### src/shared/flash_access_protection_defines.vh
// Constants for the flash access protection block.
// Assumes inclusion by bare name from the design files.
`ifndef FLASH_ACCESS_PROTECTION_DEFINES_VH
`define FLASH_ACCESS_PROTECTION_DEFINES_VH

// Register indices; byte address is four times the index
`define IDX_INFO_INDEX   16'hF880
`define IDX_INFO_DATA    16'hF882
`define IDX_WRITE_GUARD  16'hF890
`define IDX_EVENT_STAT   16'hF8A0
`define IDX_EVENT_MASK   16'hF8A2
`define IDX_HOST_LIMIT   16'hF8A4
`define IDX_PROT_WORD    16'hF8A6

// Reset values
`define RST_WRITE_GUARD  16'h0000
`define RST_PROT_WORD    16'h0000
`define RST_HOST_LIMIT   16'hFFFF

// Protection word fields
`define PW_BOOT_MSB      3
`define PW_BOOT_LSB      0
`define PW_HOST_BOOT     4
`define PW_CP_MSB        9
`define PW_CP_LSB        7

// Core boot size codes and their 8 Kbyte region counts
`define BOOT_56K         4'h7
`define BOOT_80K         4'h6
`define BOOT_96K         4'h5
`define BOOT_112K        4'h4
`define BOOT_128K        4'h3
`define REG_56K          5'h07
`define REG_80K          5'h0A
`define REG_96K          5'h0C
`define REG_112K         5'h0E
`define REG_128K         5'h10
`define HOST_BOOT_FIRST  5'h08

// Information block layout
`define INFO_FACT_LAST   8'h7F
`define INFO_PW_LO       8'hFE

// Initiators
`define SRC_CORE         2'h0
`define SRC_HOST         2'h1
`define SRC_DEBUG        2'h2
`define SRC_PAR          2'h3

// Operations
`define OP_READ          2'h0
`define OP_PROG          2'h1
`define OP_ERASE         2'h2
`define OP_SPECIAL       2'h3

// Event status bits
`define EV_CORE          0
`define EV_HOST          1
`define EV_PORT          2
`define EV_INFO          3

`endif

### src/verilog/flash_access_protection.v
// Flash access protection: judges every flash access by initiator,
// holds the core write guard and the indirect information block port.
// Assumes an APB master on pclk and a flash controller that loads
// the protection word at internal reset and acks information reads.
// Assumes the controller obeys chk_deny and hold_reset; no
// program or erase timing lives here.
`timescale 1ns/1ps
`default_nettype none
`include "flash_access_protection_defines.vh"

module flash_access_protection #(
    parameter AW = 18  // APB address width
) (
    // Clock, reset, enable
    input  wire          pclk,
    input  wire          presetn,
    input  wire          clk_en,

    // APB slave
    // Setup, then access; pready ends it
    input  wire          psel,
    input  wire          penable,
    input  wire          pwrite,
    input  wire [AW-1:0] paddr,
    input  wire [31:0]   pwdata,
    input  wire [3:0]    pstrb,
    output reg  [31:0]   prdata,
    output reg           pready,
    output reg           pslverr,

    // Access check port
    // One request a cycle, verdict next cycle
    input  wire          req_valid,
    input  wire [1:0]    req_src,
    input  wire [1:0]    req_op,
    input  wire          req_info,
    input  wire [16:0]   req_addr,
    output reg           chk_grant,
    output reg           chk_deny,

    // Protection word load and environment
    // Word loads during internal reset
    input  wire          pword_load,
    input  wire [15:0]   pword_in,
    input  wire          debug_env,
    input  wire          special_done,
    input  wire [15:0]   host_word_limit,
    output reg           hold_reset,

    // Information block port
    // Single-cycle strobes, reads wait for ack
    output reg           ib_rd,
    output reg           ib_wr,
    output reg           ib_word,
    output reg  [7:0]    ib_addr,
    output reg  [15:0]   ib_wdata,
    input  wire          ib_ack,
    input  wire [15:0]   ib_rdata,

    // Interrupt
    // Level, high while an enabled event waits
    output reg           irq
);

    // Register storage
    // All state freezes while clk_en is low
    // Only the index byte is stored
    reg  [7:0]  index_q;       // Information block byte address
    reg  [15:0] guard_q;       // Core write guard
    reg  [15:0] pword_q;       // Protection word
    reg  [15:0] hlimit_q;      // Core-set host restriction
    reg  [3:0]  stat_q;        // Sticky events
    reg  [3:0]  mask_q;        // Event enables
    reg         wait_q;        // Information read outstanding

    // Bus decode
    // Taken once per access phase; a raised
    // pready or a waiting read blocks a retake
    wire        acc     = psel & penable & ~pready & ~wait_q;
    // Write and read effects act only when taken
    wire        wr      = acc & pwrite;
    wire        rd      = acc & ~pwrite;

    // Byte address is four times the index
    wire        hit_idx = paddr == {`IDX_INFO_INDEX, 2'b00};
    wire        hit_dat = paddr == {`IDX_INFO_DATA, 2'b00};
    wire        hit_grd = paddr == {`IDX_WRITE_GUARD, 2'b00};
    wire        hit_st  = paddr == {`IDX_EVENT_STAT, 2'b00};
    wire        hit_msk = paddr == {`IDX_EVENT_MASK, 2'b00};
    wire        hit_hl  = paddr == {`IDX_HOST_LIMIT, 2'b00};
    wire        hit_pw  = paddr == {`IDX_PROT_WORD, 2'b00};
    // Unmapped addresses answer with an error
    wire        hit_any = hit_idx | hit_dat | hit_grd | hit_st |
                          hit_msk | hit_hl | hit_pw;

    // Content protect open only with all three bits set
    // Stored copy judges, raw input sets the hold
    wire        cp_open = &pword_q[`PW_CP_MSB:`PW_CP_LSB];
    wire        cp_in   = &pword_in[`PW_CP_MSB:`PW_CP_LSB];

    // Core boot region count decoded from the protection word
    // Regions counted up from region 0
    reg  [4:0]  boot_n;
    always @* begin
        // Five codes name a core boot size
        case (pword_q[`PW_BOOT_MSB:`PW_BOOT_LSB])
            `BOOT_56K:  boot_n = `REG_56K;
            `BOOT_80K:  boot_n = `REG_80K;
            `BOOT_96K:  boot_n = `REG_96K;
            `BOOT_112K: boot_n = `REG_112K;
            `BOOT_128K: boot_n = `REG_128K;
            // Reserved codes give no core boot area
            default:    boot_n = 5'h00;
        endcase
    end

    // Per-region boot membership: core boot low, host boot top 64K
    // Either area alone makes a region read only to the core
    // One membership bit per 8 Kbyte region
    wire [15:0] boot_mask;
    genvar gi;
    generate
        for (gi = 0; gi < 16; gi = gi + 1) begin : g_boot
            // Core area from below, host area from 8 up
            assign boot_mask[gi] = (gi < boot_n) |
                (~pword_q[`PW_HOST_BOOT] & (gi >= `HOST_BOOT_FIRST));
        end
    endgenerate

    // Region of the checked address, 8 Kbyte each
    // Anything but a read changes flash
    // Factory page at the bottom, word at the top
    wire [3:0]  region   = req_addr[16:13];
    wire        req_wr   = req_op != `OP_READ;
    wire        in_fact  = req_addr[7:0] <= `INFO_FACT_LAST;
    wire        in_pw    = req_addr[7:0] >= `INFO_PW_LO;

    // Access verdict per initiator
    // Registered below: stands one cycle later
    reg         allow;
    always @* begin
        // Refused unless a branch grants
        allow = 1'b0;
        // Unknown initiators fall to default
        case (req_src)
            `SRC_CORE: begin
                // Reads free; writes walk info, boot, guard
                if (req_op == `OP_READ)
                    allow = 1'b1;
                else if (req_op == `OP_SPECIAL)
                    allow = 1'b0;
                else if (req_info)
                    allow = ~(in_fact | in_pw);
                else if (boot_mask[region])
                    allow = 1'b0;
                else
                    allow = guard_q[region];
            end
            `SRC_HOST: begin
                // Main block only, within both limits
                // Word limits and core limits both must allow
                if (req_info || req_op == `OP_SPECIAL)
                    allow = 1'b0;
                else
                    allow = host_word_limit[region] &
                            hlimit_q[region];
            end
            `SRC_DEBUG: begin
                // Special erase is the way out
                if (req_op == `OP_SPECIAL)
                    allow = cp_open | debug_env;
                else if (!cp_open)
                    allow = 1'b0;
                else
                    allow = ~(req_info & in_fact & req_wr);
            end
            `SRC_PAR: begin
                // Debug scheme without the environment
                if (req_op == `OP_SPECIAL)
                    allow = 1'b1;
                else if (!cp_open)
                    allow = 1'b0;
                else
                    allow = ~(req_info & in_fact & req_wr);
            end
            default: allow = 1'b0;
        endcase
    end

    // Indirect data access shape and protection
    // Reads size from index parity, writes
    // from the low byte strobes
    wire        dat_word = pwrite ? (pstrb[1:0] == 2'b11) : ~index_q[0];
    wire        mis_word = dat_word & index_q[0];
    wire        ib_block = (index_q <= `INFO_FACT_LAST) |
                           (index_q >= `INFO_PW_LO);
    // A write needs a low byte strobe
    wire        dat_nostb = pwrite & (pstrb[1:0] == 2'b00);
    wire        dat_bad   = hit_dat & (mis_word | dat_nostb);
    // Legal write to a locked offset: dropped
    wire        dat_wdrop = wr & hit_dat & ~dat_bad & ib_block;

    // Events from checks and dropped indirect writes
    // Every refused check is an event, reads too
    wire        deny_now = req_valid & ~allow;
    wire [3:0]  ev;
    assign ev[`EV_CORE] = deny_now & (req_src == `SRC_CORE);
    assign ev[`EV_HOST] = deny_now & (req_src == `SRC_HOST);
    // Debug and parallel refusals share a bit
    assign ev[`EV_PORT] = deny_now & req_src[1];
    assign ev[`EV_INFO] = dat_wdrop;
    // Write one clears; a same-cycle event wins
    wire [3:0]  st_clr  = (wr & hit_st) ? pwdata[3:0] : 4'h0;
    wire [3:0]  st_d    = (stat_q & ~st_clr) | ev;

    // Read mux for plain registers
    // The data register answers in the transfer process
    reg  [15:0] rmux;
    always @* begin
        // Default keeps the mux free of latches
        rmux = 16'h0000;
        if (hit_idx)
            rmux = {8'h00, index_q};
        else if (hit_grd)
            rmux = guard_q;
        else if (hit_st)
            rmux = {12'h000, stat_q};
        else if (hit_msk)
            rmux = {12'h000, mask_q};
        else if (hit_hl)
            rmux = hlimit_q;
        else if (hit_pw)
            rmux = pword_q;
        else
            rmux = 16'h0000;
    end

    // Register writes, protection word, events, reset hold
    // Nothing moves while clk_en is low
    always @(posedge pclk or negedge presetn) begin
        if (!presetn) begin
            // Guard closed until software opens it
            index_q    <= 8'h00;
            guard_q    <= `RST_WRITE_GUARD;
            pword_q    <= `RST_PROT_WORD;
            hlimit_q   <= `RST_HOST_LIMIT;
            // Events clear and masked
            stat_q     <= 4'h0;
            mask_q     <= 4'h0;
            // No hold and no interrupt out of reset
            hold_reset <= 1'b0;
            irq        <= 1'b0;
            // No verdict stands
            chk_grant  <= 1'b0;
            chk_deny   <= 1'b0;
        end else if (clk_en) begin
            // Software writes land at the access edge
            // Only the index byte is kept
            if (wr & hit_idx)
                index_q <= pwdata[7:0];
            // Guard change applies to the next check
            if (wr & hit_grd)
                guard_q <= pwdata[15:0];
            // Mask matches the status layout
            if (wr & hit_msk)
                mask_q <= pwdata[3:0];
            // ANDed with the word's own host limit
            // Core may only narrow host reach
            if (wr & hit_hl)
                hlimit_q <= pwdata[15:0];
            // Word taken at internal reset sequence
            if (pword_load)
                pword_q <= pword_in;
            // Hold until special erase finishes; load wins
            // Only a protected load in debug raises it
            if (pword_load)
                hold_reset <= ~cp_in & debug_env;
            else if (special_done)
                hold_reset <= 1'b0;
            // Status, irq and verdicts are registered
            // Set beats clear
            stat_q    <= st_d;
            irq       <= |(st_d & mask_q);
            chk_grant <= req_valid & allow;
            chk_deny  <= deny_now;
        end
    end

    // APB answers and indirect information block transfers
    // pready stands one cycle; pslverr holds until the next answer, prdata until the next read or non-data answer
    always @(posedge pclk or negedge presetn) begin
        if (!presetn) begin
            // Bus quiet
            prdata   <= 32'h00000000;
            pready   <= 1'b0;
            pslverr  <= 1'b0;
            // No read outstanding, port idle
            wait_q   <= 1'b0;
            ib_rd    <= 1'b0;
            ib_wr    <= 1'b0;
            ib_word  <= 1'b0;
            ib_addr  <= 8'h00;
            ib_wdata <= 16'h0000;
        end else if (clk_en) begin
            // Strobes and pready are one-cycle pulses
            pready <= 1'b0;
            ib_rd  <= 1'b0;
            ib_wr  <= 1'b0;
            // A pending read ignores the bus
            if (wait_q) begin
                // Read answer completes the access
                // Byte reads keep only the low byte
                if (ib_ack) begin
                    wait_q  <= 1'b0;
                    pready  <= 1'b1;
                    pslverr <= 1'b0;
                    prdata  <= {16'h0000, ib_word ? ib_rdata :
                                {8'h00, ib_rdata[7:0]}};
                end
            end else if (acc) begin
                if (hit_dat & ~dat_bad) begin
                    ib_addr <= index_q;
                    ib_word <= dat_word;
                    // Size and index latched either way
                    if (pwrite) begin
                        // Dropped with no bus error when protected
                        ib_wr    <= ~ib_block;
                        ib_wdata <= (pstrb[1:0] == 2'b10) ?
                                    {8'h00, pwdata[15:8]} : pwdata[15:0];
                        pready   <= 1'b1;
                        pslverr  <= 1'b0;
                    end else begin
                        // Completes when the block acknowledges
                        ib_rd  <= 1'b1;
                        wait_q <= 1'b1;
                    end
                end else begin
                    // Unmapped or misaligned: error answer
                    // Plain registers answer after one wait
                    pready  <= 1'b1;
                    pslverr <= ~hit_any | dat_bad;
                    // Writes return zero read data
                    prdata  <= rd ? {16'h0000, rmux} : 32'h00000000;
                end
            end
        end
    end

endmodule

`default_nettype wire

### config.mk
export PLATFORM = sky130hd
export DESIGN_NAME = flash_access_protection
export DESIGN_NICKNAME = d
export VERILOG_FILES = /design/src/verilog/flash_access_protection.v
export VERILOG_INCLUDE_DIRS = /design/src /design/src/shared
export SDC_FILE = /design/constraint.sdc
export NUM_CORES = 1
export LEC_CHECK = 0
export BUFFER_PORTS_ARGS = -buffer_cell sky130_fd_sc_hd__buf_2
export CAP_MARGIN = 40
export CORE_UTILIZATION = 40
export CTS_CLUSTER_SIZE = 10
export DETAILED_ROUTE_END_ITERATION = 7
export GPL_TIMING_DRIVEN = 1
export PLACE_DENSITY = 0.68
export SYNTH_ARGS = -nofsm -noshare
export SYNTH_HDL_FRONTEND = slang
export SYNTH_SLANG_ARGS = --single-unit
### constraint.sdc
create_clock -name pclk -period 2.3 [get_ports pclk]
set_clock_uncertainty 0.05 [all_clocks]
set_input_delay 0.23 -clock pclk [delete_from_list [all_inputs] [get_ports pclk]]
set_output_delay 0.23 -clock pclk [all_outputs]
set_load 0.05 [all_outputs]
==> metrics.csv, run 1 <==
metric;value;unit
cts_buffers;17;
slew_violations;0;
vias;5229;
antenna_found_initial;1;
top_usage_layer;met2;
max_cap_violations;0;
diodes;0;
reg2reg_depth;6;
r2r-end;stat_q[2];
reg2reg_from;hlimit_q[10];
use_met3;7.15;%
grt_use_total;24.8;%
clk_latency;0.42;ns
synth.avg_cell_area;10.8;µm²
finalHoldViolCount;0;
startpoint;hlimit_q[10];
drtPass1Iterations;8;
arrival;2.48;ns
critical_path_class;flop to flop;
place_hpwl;13900;µm
power.switching;1.43;mW
yosysWarnings;0;
fin_crit;2.22;ns
placeableCoreArea;0.0147;mm²
clkTransAtPathRegs;0.05;ns
finalSetupViolations;0;
synth_seq_area_share;47.3;%
ys_async_sr_fraction;100;%
multiInputGateArea;0.00293;mm²
grt_pass1_vias;5582;
synth_flop_cell;dfrtp_1;
viasPerCell;5.51;
synth.distinct_cells;67;
use_met2;42.2;%
holdCritPathClass;primary input to flop;
fmax;0.450;GHz
syn-cell-area;0.00608;mm²
ctsHtreeMaxLevel;4;
clockPowerShare;46.6;%
pwr-share-seq;40.9;%
crit_path_start_kind;flop;
timing.final.crit_share;96.7;%
intPower;3.79;mW
rsz0062_at_grt;false;
instances_no_fill;949;
gr-usage-met1;30.0;%
gp_congestion;0.857;
cts_tree;yes;
syn2layout_area_growth;29.3;%
p_comb_share;12.5;%
seq_area;0.00287;mm²
die_y;125;µm
grt_first_pass_wirelength;29800;µm
nFillCells;1304;
die_x;125;µm
drt_iter0_drc;428;
gr-total-overflow;0;
ant_nets;0;
p_per_area;664;mW/mm²
syn_inst;565;
root_buffer;clkbuf_16;
totalWireLength;18600;µm
cts_sinks;114;
ys_ff_latch;114;
dieArea;0.0157;mm²
endpoint_kind;flop;
violations;DRC;
ioPinCount;200;
initial_core_util;41.4;%
cts_buffer_depth;2;
drc_errors;10;
dp.cells;904;
synth_edf_count;0;
wl_per_cell;19.6;µm
layout-drive-gt1-share;43.0;%
cellLeakagePower;3.71;nW
timing.hold.ws;0.0149;ns
crit_end;stat_q[2];
required;2.56;ns
max_slew_margin;47.3;%
std_cell_rows;44;
fin_nets;887;
worst_pin_slew;0.791;ns
cp_max_fo;5;
ir_worst_vdd;0.000464;V
io_buffers;159;
rrSetupSlack;0.08;ns
grt_max_degree;48;
switching_share;27.4;%
status;finished, violations left;
## cells in the mapped netlist, drive strengths merged, types with 9 or more instances
cell type / number / area (µm²)
mux2: 71 / 800
nand3: 9 / 50.1
mux2i: 12 / 120
nand2: 85 / 322
nor2: 24 / 92.6
dfrtp: 98 / 2450
nand4: 10 / 83.8
dfstp: 16 / 420
buf: 36 / 255
and2: 9 / 56.3
clkbuf: 11 / 41.3
inv: 11 / 41.3
a222oi: 12 / 120
o21ai: 40 / 200
a21oi: 26 / 130
## critical path: stages, from the launching register on
cell	delay, ns
dfstp_2	0.54
nand2_1	0.08
mux4_2	0.46
a221oi_1	0.32
a211oi_1	0.16
and2_1	0.23
a32o_1	0.27
## final cells by class
type,instances,share of cell area [%]
flip-flops and latches,114,36.6
clock inverters,13,1.42
inverters,11,0.525
clock buffers,19,5.51
well taps,184,2.93
multi-input cells,408,37.3
repair buffers,200,15.8
## worst min-delay path by stage
stage,start,endpoint,cells past startpoint
after global routing,pword_in[0],pword_q[0],2
after global placement,presetn,ib_wdata[4],1
after CTS,pword_in[8],pword_q[8],2
after detailed placement,presetn,ib_wdata[12],1
after floorplan,presetn,chk_deny,0
final,debug_env,hold_reset,3
## cell usage in the layout, fill, tap and decap left out, drive strengths merged, types with 4 or more instances in the layout
cell type / instances
dfstp: 16
mux2i: 12
nand2: 85
nor2: 24
clkinv: 6
nand3: 9
a222oi: 12
dfrtp: 98
nor4: 5
a22oi: 7
o31ai: 4
clkbuf: 19
a31oi: 6
mux4: 4
dlygate4sd3: 12
and3: 6
o22ai: 4
o21ai: 40
nand4: 10
a211oi: 5
clkinvlp: 4
and2: 9
a21oi: 26
conb: 16
buf: 188
inv: 13
mux2: 71
nand2b: 4
## flip-flops by register name, indices dropped and copies added, names as in the netlist
register / cells
guard_q: 16
hlimit_q: 16
ib_wdata: 16
prdata: 16
pword_q: 16
ib_addr: 8
index_q: 8
mask_q: 4
stat_q: 4
chk_deny: 1
chk_grant: 1
hold_reset: 1
ib_rd: 1
ib_word: 1
ib_wr: 1
irq: 1
pready: 1
pslverr: 1
wait_q: 1
## per-stage QoR
step | setup WS (ns) | TNS, ns | utilization [%] | instance area [µm²] | power (mW)
final | 0.0761 | 0 | 53.5 | 7860 | 5.22
after global routing | 0.0426 | 0 | 53.5 | 7860 | 5.43
after CTS | 0.0300 | 0 | 53.3 | 7840 | 5.26
after detailed placement | -0.0137 | -0.0137 | 48.8 | 7180 | 2.80
after global placement | 0.0585 | 0 | 48.8 | 7180 | 2.78
after floorplan | 0.0104 | 0 | - | 6130 | 2.52
## power groups by stage
stage          clock (mW)  sequential [mW]  combinational (mW)
5_1_grt              2.58             2.14               0.703
3_5_place_dp            0             2.17               0.632
4_1_cts              2.47             2.13               0.651
2_1_floorplan           0             2.24               0.281
3_3_place_gp            0             2.16               0.620
6_report             2.43             2.14               0.652
## logic make-up after synthesis
family | after synthesis | synth area share [%]
adders and majority gates | 1 | 0.185
muxes | 87 | 16.6
DFF | 114 | 47.3
other | 1 | 0.0617
buffers and inverters | 58 | 5.56
and+or+nand+nor | 178 | 16.4
AOI/OAI and AO/OA | 126 | 13.9
## metal layers
metal	share of wire (%)	wire length, µm	up-vias
li1	-	-	2422
met1	41	7660	2569
met4	2.2	417	2
met2	49	9200	205
met3	7.0	1310	31
met5	0.070	13	-
## timing repair
action	in CTS	in global routing
endpoints found under the setup margin	0	21
setup buffers	0	1
endpoints found under the hold margin	45	0
hold buffers	12	0
gates resized for setup	0	3
(Power assumes the default switching activity.)
==> run 2, diff against run 1 <==
--- a/config.mk
+++ b/config.mk
@@ -14,3 +14,3 @@
 export GPL_TIMING_DRIVEN = 1
-export PLACE_DENSITY = 0.68
+export PLACE_DENSITY = 0.66
 export SYNTH_ARGS = -nofsm -noshare
==> constraint.sdc (replaced) <==
create_clock -name pclk -period 2.6 [get_ports pclk]
set_clock_uncertainty 0.05 [all_clocks]
set_input_delay 0.52 -clock pclk [delete_from_list [all_inputs] [get_ports pclk]]
set_output_delay 0.52 -clock pclk [all_outputs]
set_load 0.05 [all_outputs]
==> metrics.csv, run 2 (synthesis gave the netlist of run 1 again) <==
metric;value;unit
status;finished, violations left;
violations;DRC;
p_per_area;626;mW/mm²
cts_tree;yes;
post_dp_cell_area;0.00714;mm²
crit_path_start_kind;flop;
critical_path_class;flop to flop;
cellLeakagePower;3.67;nW
top_usage_layer;met2;
gp_congestion;0.867;
intPower;3.59;mW
timing.final.crit_share;85.8;%
gr-usage-met1;30.8;%
worstPathCellList;nor4bb_1 > buf_4 > nand2_1 > or3_1 > or2_1 > buf_4 > nand2_1 > o21ai_1;
ant_nets;0;
grt_pass1_vias;5366;
wl_per_cell;19.5;µm
root_buffer;clkbuf_16;
cp_slowest_cell;or3_1;
fin_util;52.8;%
drtPass1Iterations;8;
power;4.86;mW
place_hpwl;13700;µm
pre_cts_slack;-0.0127;ns
max_cap_violations;0;
cp_max_fo;32;
fmax;0.448;GHz
holdCritPathClass;primary input to flop;
max_slew_margin;64.1;%
totalWireLength;18200;µm
initial_core_util;41.4;%
cts_resized;0;
required;2.83;ns
dieArea;0.0157;mm²
post_cts_buffers;0;
instances_no_fill;934;
cts_buffers;17;
rsz0062_at_grt;false;
cpPeakStageDelay;0.40;ns
clkTransAtPathRegs;0.06;ns
pwr-share-seq;38.9;%
grt_use_total;24.2;%
final_area;0.00777;mm²
drc_errors;26;
viasPerCell;5.62;
antenna_found_initial;2;
nFillCells;1340;
grt_max_degree;73;
fin_nets;870;
ctsHtreeMaxLevel;4;
dp.cells;899;
placeableCoreArea;0.0147;mm²
layout_common_cells;buf_2 (158), dfrtp_1 (98), nand2_1 (84);
grt_first_pass_wirelength;28900;µm
clockPowerShare;49.9;%
cts_sinks;114;
io_buffers;159;
ioPinCount;200;
postCtsHoldBufs;1;
use_met2;40.3;%
cts_buffer_depth;2;
power.switching;1.27;mW
worst_pin_slew;0.531;ns
slew_violations;0;
arrival;2.47;ns
layout-drive-gt1-share;43.2;%
fin_crit;2.23;ns
setup_slack;0.369;ns
timing.hold.ws;0.283;ns
drt_iter0_drc;391;
clk_latency;0.42;ns
die_y;125;µm
ir_worst_vdd;0.000506;V
final_common_cell;buf_2;
finalHoldViolCount;0;
use_met3;5.73;%
fin_setup_tns;0;ns
std_cell_rows;44;
gr-total-overflow;0;
finalSetupViolations;0;
syn2layout_area_growth;27.8;%
switching_share;26.2;%
die_x;125;µm
vias;5248;
endpoint_kind;flop;
p_comb_share;11.2;%
[run 2: area by class of cell]
class                      count  area, µm²  area share, %
antenna                        2       5.00         0.0644
clock buffer                  20        457           5.88
clock inverter                12        155           2.00
inverter                      11       41.3          0.532
multi-input combinational    408       2920           37.7
sequential                   114       2870           37.0
tap                          184        230           2.96
timing repair buffer         183       1080           13.9
[run 2: path summary, 6_finish.rpt]
| check | to | slack (ns) | startpoint | cells after the start |
|---|---|---|---|---|
| worst max-delay path | ib_wdata[7] | 0.37 | pready | 8 |
| worst min-delay path | pword_q[15] | 0.28 | pword_in[15] | 2 |
| worst max register to register | ib_wdata[7] | 0.37 | pready | 8 |
| worst min register to register | ib_wdata[1] | 0.43 | ib_wdata[1] | 2 |
| max in group asynchronous | hlimit_q[8] | 1.30 | presetn | 3 |
| min in group asynchronous | ib_wdata[5] | 0.48 | presetn | 2 |
[run 2: power by group through the flow]
stage               registers (mW)  clock network, mW  logic, mW
global route                  1.90               2.53      0.590
finish                        1.89               2.43      0.543
floorplan                     1.98                  0      0.249
global placement              1.92                  0      0.534
CTS                           1.89               2.45      0.547
detailed placement            1.92                  0      0.543
[run 2: critical path: cells and delay by family (launching register included)]
kind | cells | cell delay, ns
DFF | 1 | 0.39
AOI/OAI and AO/OA | 1 | 0.08
and+or+nand+nor | 5 | 1.12
buffers and inverters | 2 | 0.44
[run 2: per-layer routing]
metal  up-vias  routed length (µm)
met2       217                8710
met4         2                 405
met3        34                1150
met5         -                  13
met1      2594                7890
li1       2401                   -
==> run 3, diff against run 2 <==
Settings changed: ABC_AREA set to 1, CTS_BUF_LIST set to sky130_fd_sc_hd__clkbuf_8.
==> metrics.csv, run 3 <==
metric;value;unit
required;2.89;ns
drc_errors;0;
root_buffer;clkbuf_8;
timing.final.crit_share;80.5;%
gr-total-overflow;0;
synth_edf_count;0;
ys_ff_latch;114;
cts_buffer_depth;2;
postCtsHoldBufs;1;
min-delay-start;pword_in[12];
reg2reg_from;wait_q;
gp_congestion;0.876;
finalHoldViolCount;0;
arrival;2.38;ns
synth_most_common_cell;nand2_1;
grt_use_total;24.0;%
syn2layout_area_growth;24.5;%
post_cts_buffers;0;
antenna_found_initial;0;
max_cap_violations;0;
nFillCells;1488;
clkTransAtPathRegs;0.07;ns
vias;5811;
ys_async_sr_fraction;100;%
die_x;125;µm
status;finished, final reports clean;
fmax;0.478;GHz
reg2reg_depth;9;
cellLeakagePower;3.84;nW
initial_core_util;41.2;%
ant_nets;0;
ioPinCount;200;
drt_iter0_drc;427;
rsz0062_at_grt;false;
placeableCoreArea;0.0146;mm²
grt_first_pass_wirelength;29000;µm
cts_buffers;17;
syn-cell-area;0.00600;mm²
finalSetupViolations;0;
fin_crit;2.09;ns
totalWireLength;17500;µm
viasPerCell;4.92;
post_dp_cell_area;0.00703;mm²
synth.distinct_cells;34;
io_buffers;159;
final_common_cell;nand2_1;
cp_max_fo;11;
synth_seq_area_share;47.8;%
crit_path_start_kind;flop;
whs_path_depth;3;
clk_latency;0.44;ns
rrSetupSlack;0.51;ns
wl_per_cell;14.8;µm
critical_path_class;flop to flop;
syn_inst;808;
synth.avg_cell_area;7.43;µm²
synth_top_area_share;40.8;%
cts_sinks;114;
fin_nets;1117;
yosysWarnings;0;
holdPathEnd;pword_q[12];
cts_tree;yes;
ir_worst_vdd;0.000322;V
holdCritPathClass;primary input to flop;
std_cell_rows;44;
p_per_area;632;mW/mm²
layout_common_cells;nand2_1 (292), buf_2 (158), dfrtp_1 (98);
final_area;0.00748;mm²
r2r-end;ib_addr[0];
endpoint_kind;flop;
netlist.top_cell.by_area;dfrtp_1;
slew_violations;0;
fin_setup_tns;0;ns
dieArea;0.0155;mm²
synthTopCellsByCount;nand2_1 (292), dfrtp_1 (98), o21ai_0 (82), inv_1 (65), nor2_1 (51);
die_y;125;µm
drtPass1Iterations;4;
synth_area_leaders;dfrtp_1 (41%), nand2_1 (18%), dfstp_2 (7.0%), o21ai_0 (6.8%), inv_1 (4.1%);
place_hpwl;13400;µm
grt_max_degree;66;
synth_flop_cell;dfrtp_1;
cts_resized;0;
seq_area;0.00287;mm²
grt_pass1_vias;5649;
ctsHtreeMaxLevel;4;
multiInputGateArea;0.00268;mm²
layout-drive-gt1-share;24.8;%
run 3: critical path, stage by stage (launching register included):
cell	delay, ns
dfrtp_1	0.51
inv_1	0.16
nand4_1	0.16
nor2_1	0.17
inv_1	0.10
nor2_2	0.26
inv_2	0.13
or2_2	0.32
o21ai_0	0.08
inv_1	0.05
run 3: metal layers:
metal  routed length [µm]  vias up  global-route usage (%)
li1                     -     2956                       -
met1                 8600     2658                    34.2
met2                 7710      183                    35.9
met3                 1050       14                    6.49
met4                  163        0                    5.88
met5                    0        -                       0
run 3: area by class of cell:
cell class | count | area share, %
multi-input cells | 595 | 35.8
well taps | 184 | 3.08
repair buffers | 179 | 13.1
inverters | 75 | 3.77
diodes | 1 | 0.0335
flip-flops and latches | 114 | 38.4
clock buffers | 20 | 3.68
clock inverters | 12 | 2.18
run 3: worst max path at each step:
stage | startpoint | end | slack (ns) | cells past startpoint
final | wait_q | ib_addr[0] | 0.51 | 9
after global routing | wait_q | ib_wdata[14] | 0.31 | 9
after CTS | wait_q | ib_addr[0] | 0.52 | 9
after detailed placement | req_addr[14] | irq | 0.22 | 16
after global placement | req_addr[14] | irq | 0.22 | 16
after floorplan | paddr[8] | prdata[7] | 0.66 | 13
run 3: metrics by stage:
| stage | power, mW | hold WS [ns] | utilization [%] | setup WS (ns) | std cells |
|---|---|---|---|---|---|
| floorplan | 2.62 | 0.174 | - | 0.658 | 823 |
| global placement | 2.91 | 0.403 | 48.2 | 0.216 | 1146 |
| detailed placement | 2.92 | 0.404 | 48.2 | 0.225 | 1146 |
| CTS | 4.76 | 0.214 | 51.2 | 0.525 | 1179 |
| global route | 4.93 | 0.223 | 51.2 | 0.309 | 1179 |
| finish | 4.72 | 0.230 | 51.2 | 0.507 | 1180 |
run 3: logic make-up after synthesis:
logic type / count (synthesis) / synth area share, %
buf+inv: 114 / 8.54
other cells: 1 / 0.0625
simple gates: 409 / 28.2
compound gates: 170 / 15.4
flops: 114 / 47.8
run 3: report_power, final:
group	leakage, nW	switching [mW]	internal (mW)
Combinational	2.16	0.683	0.237
Clock	0.227	0.731	1.11
Sequential	1.45	0.0675	1.90
Total	3.84	1.48	3.24
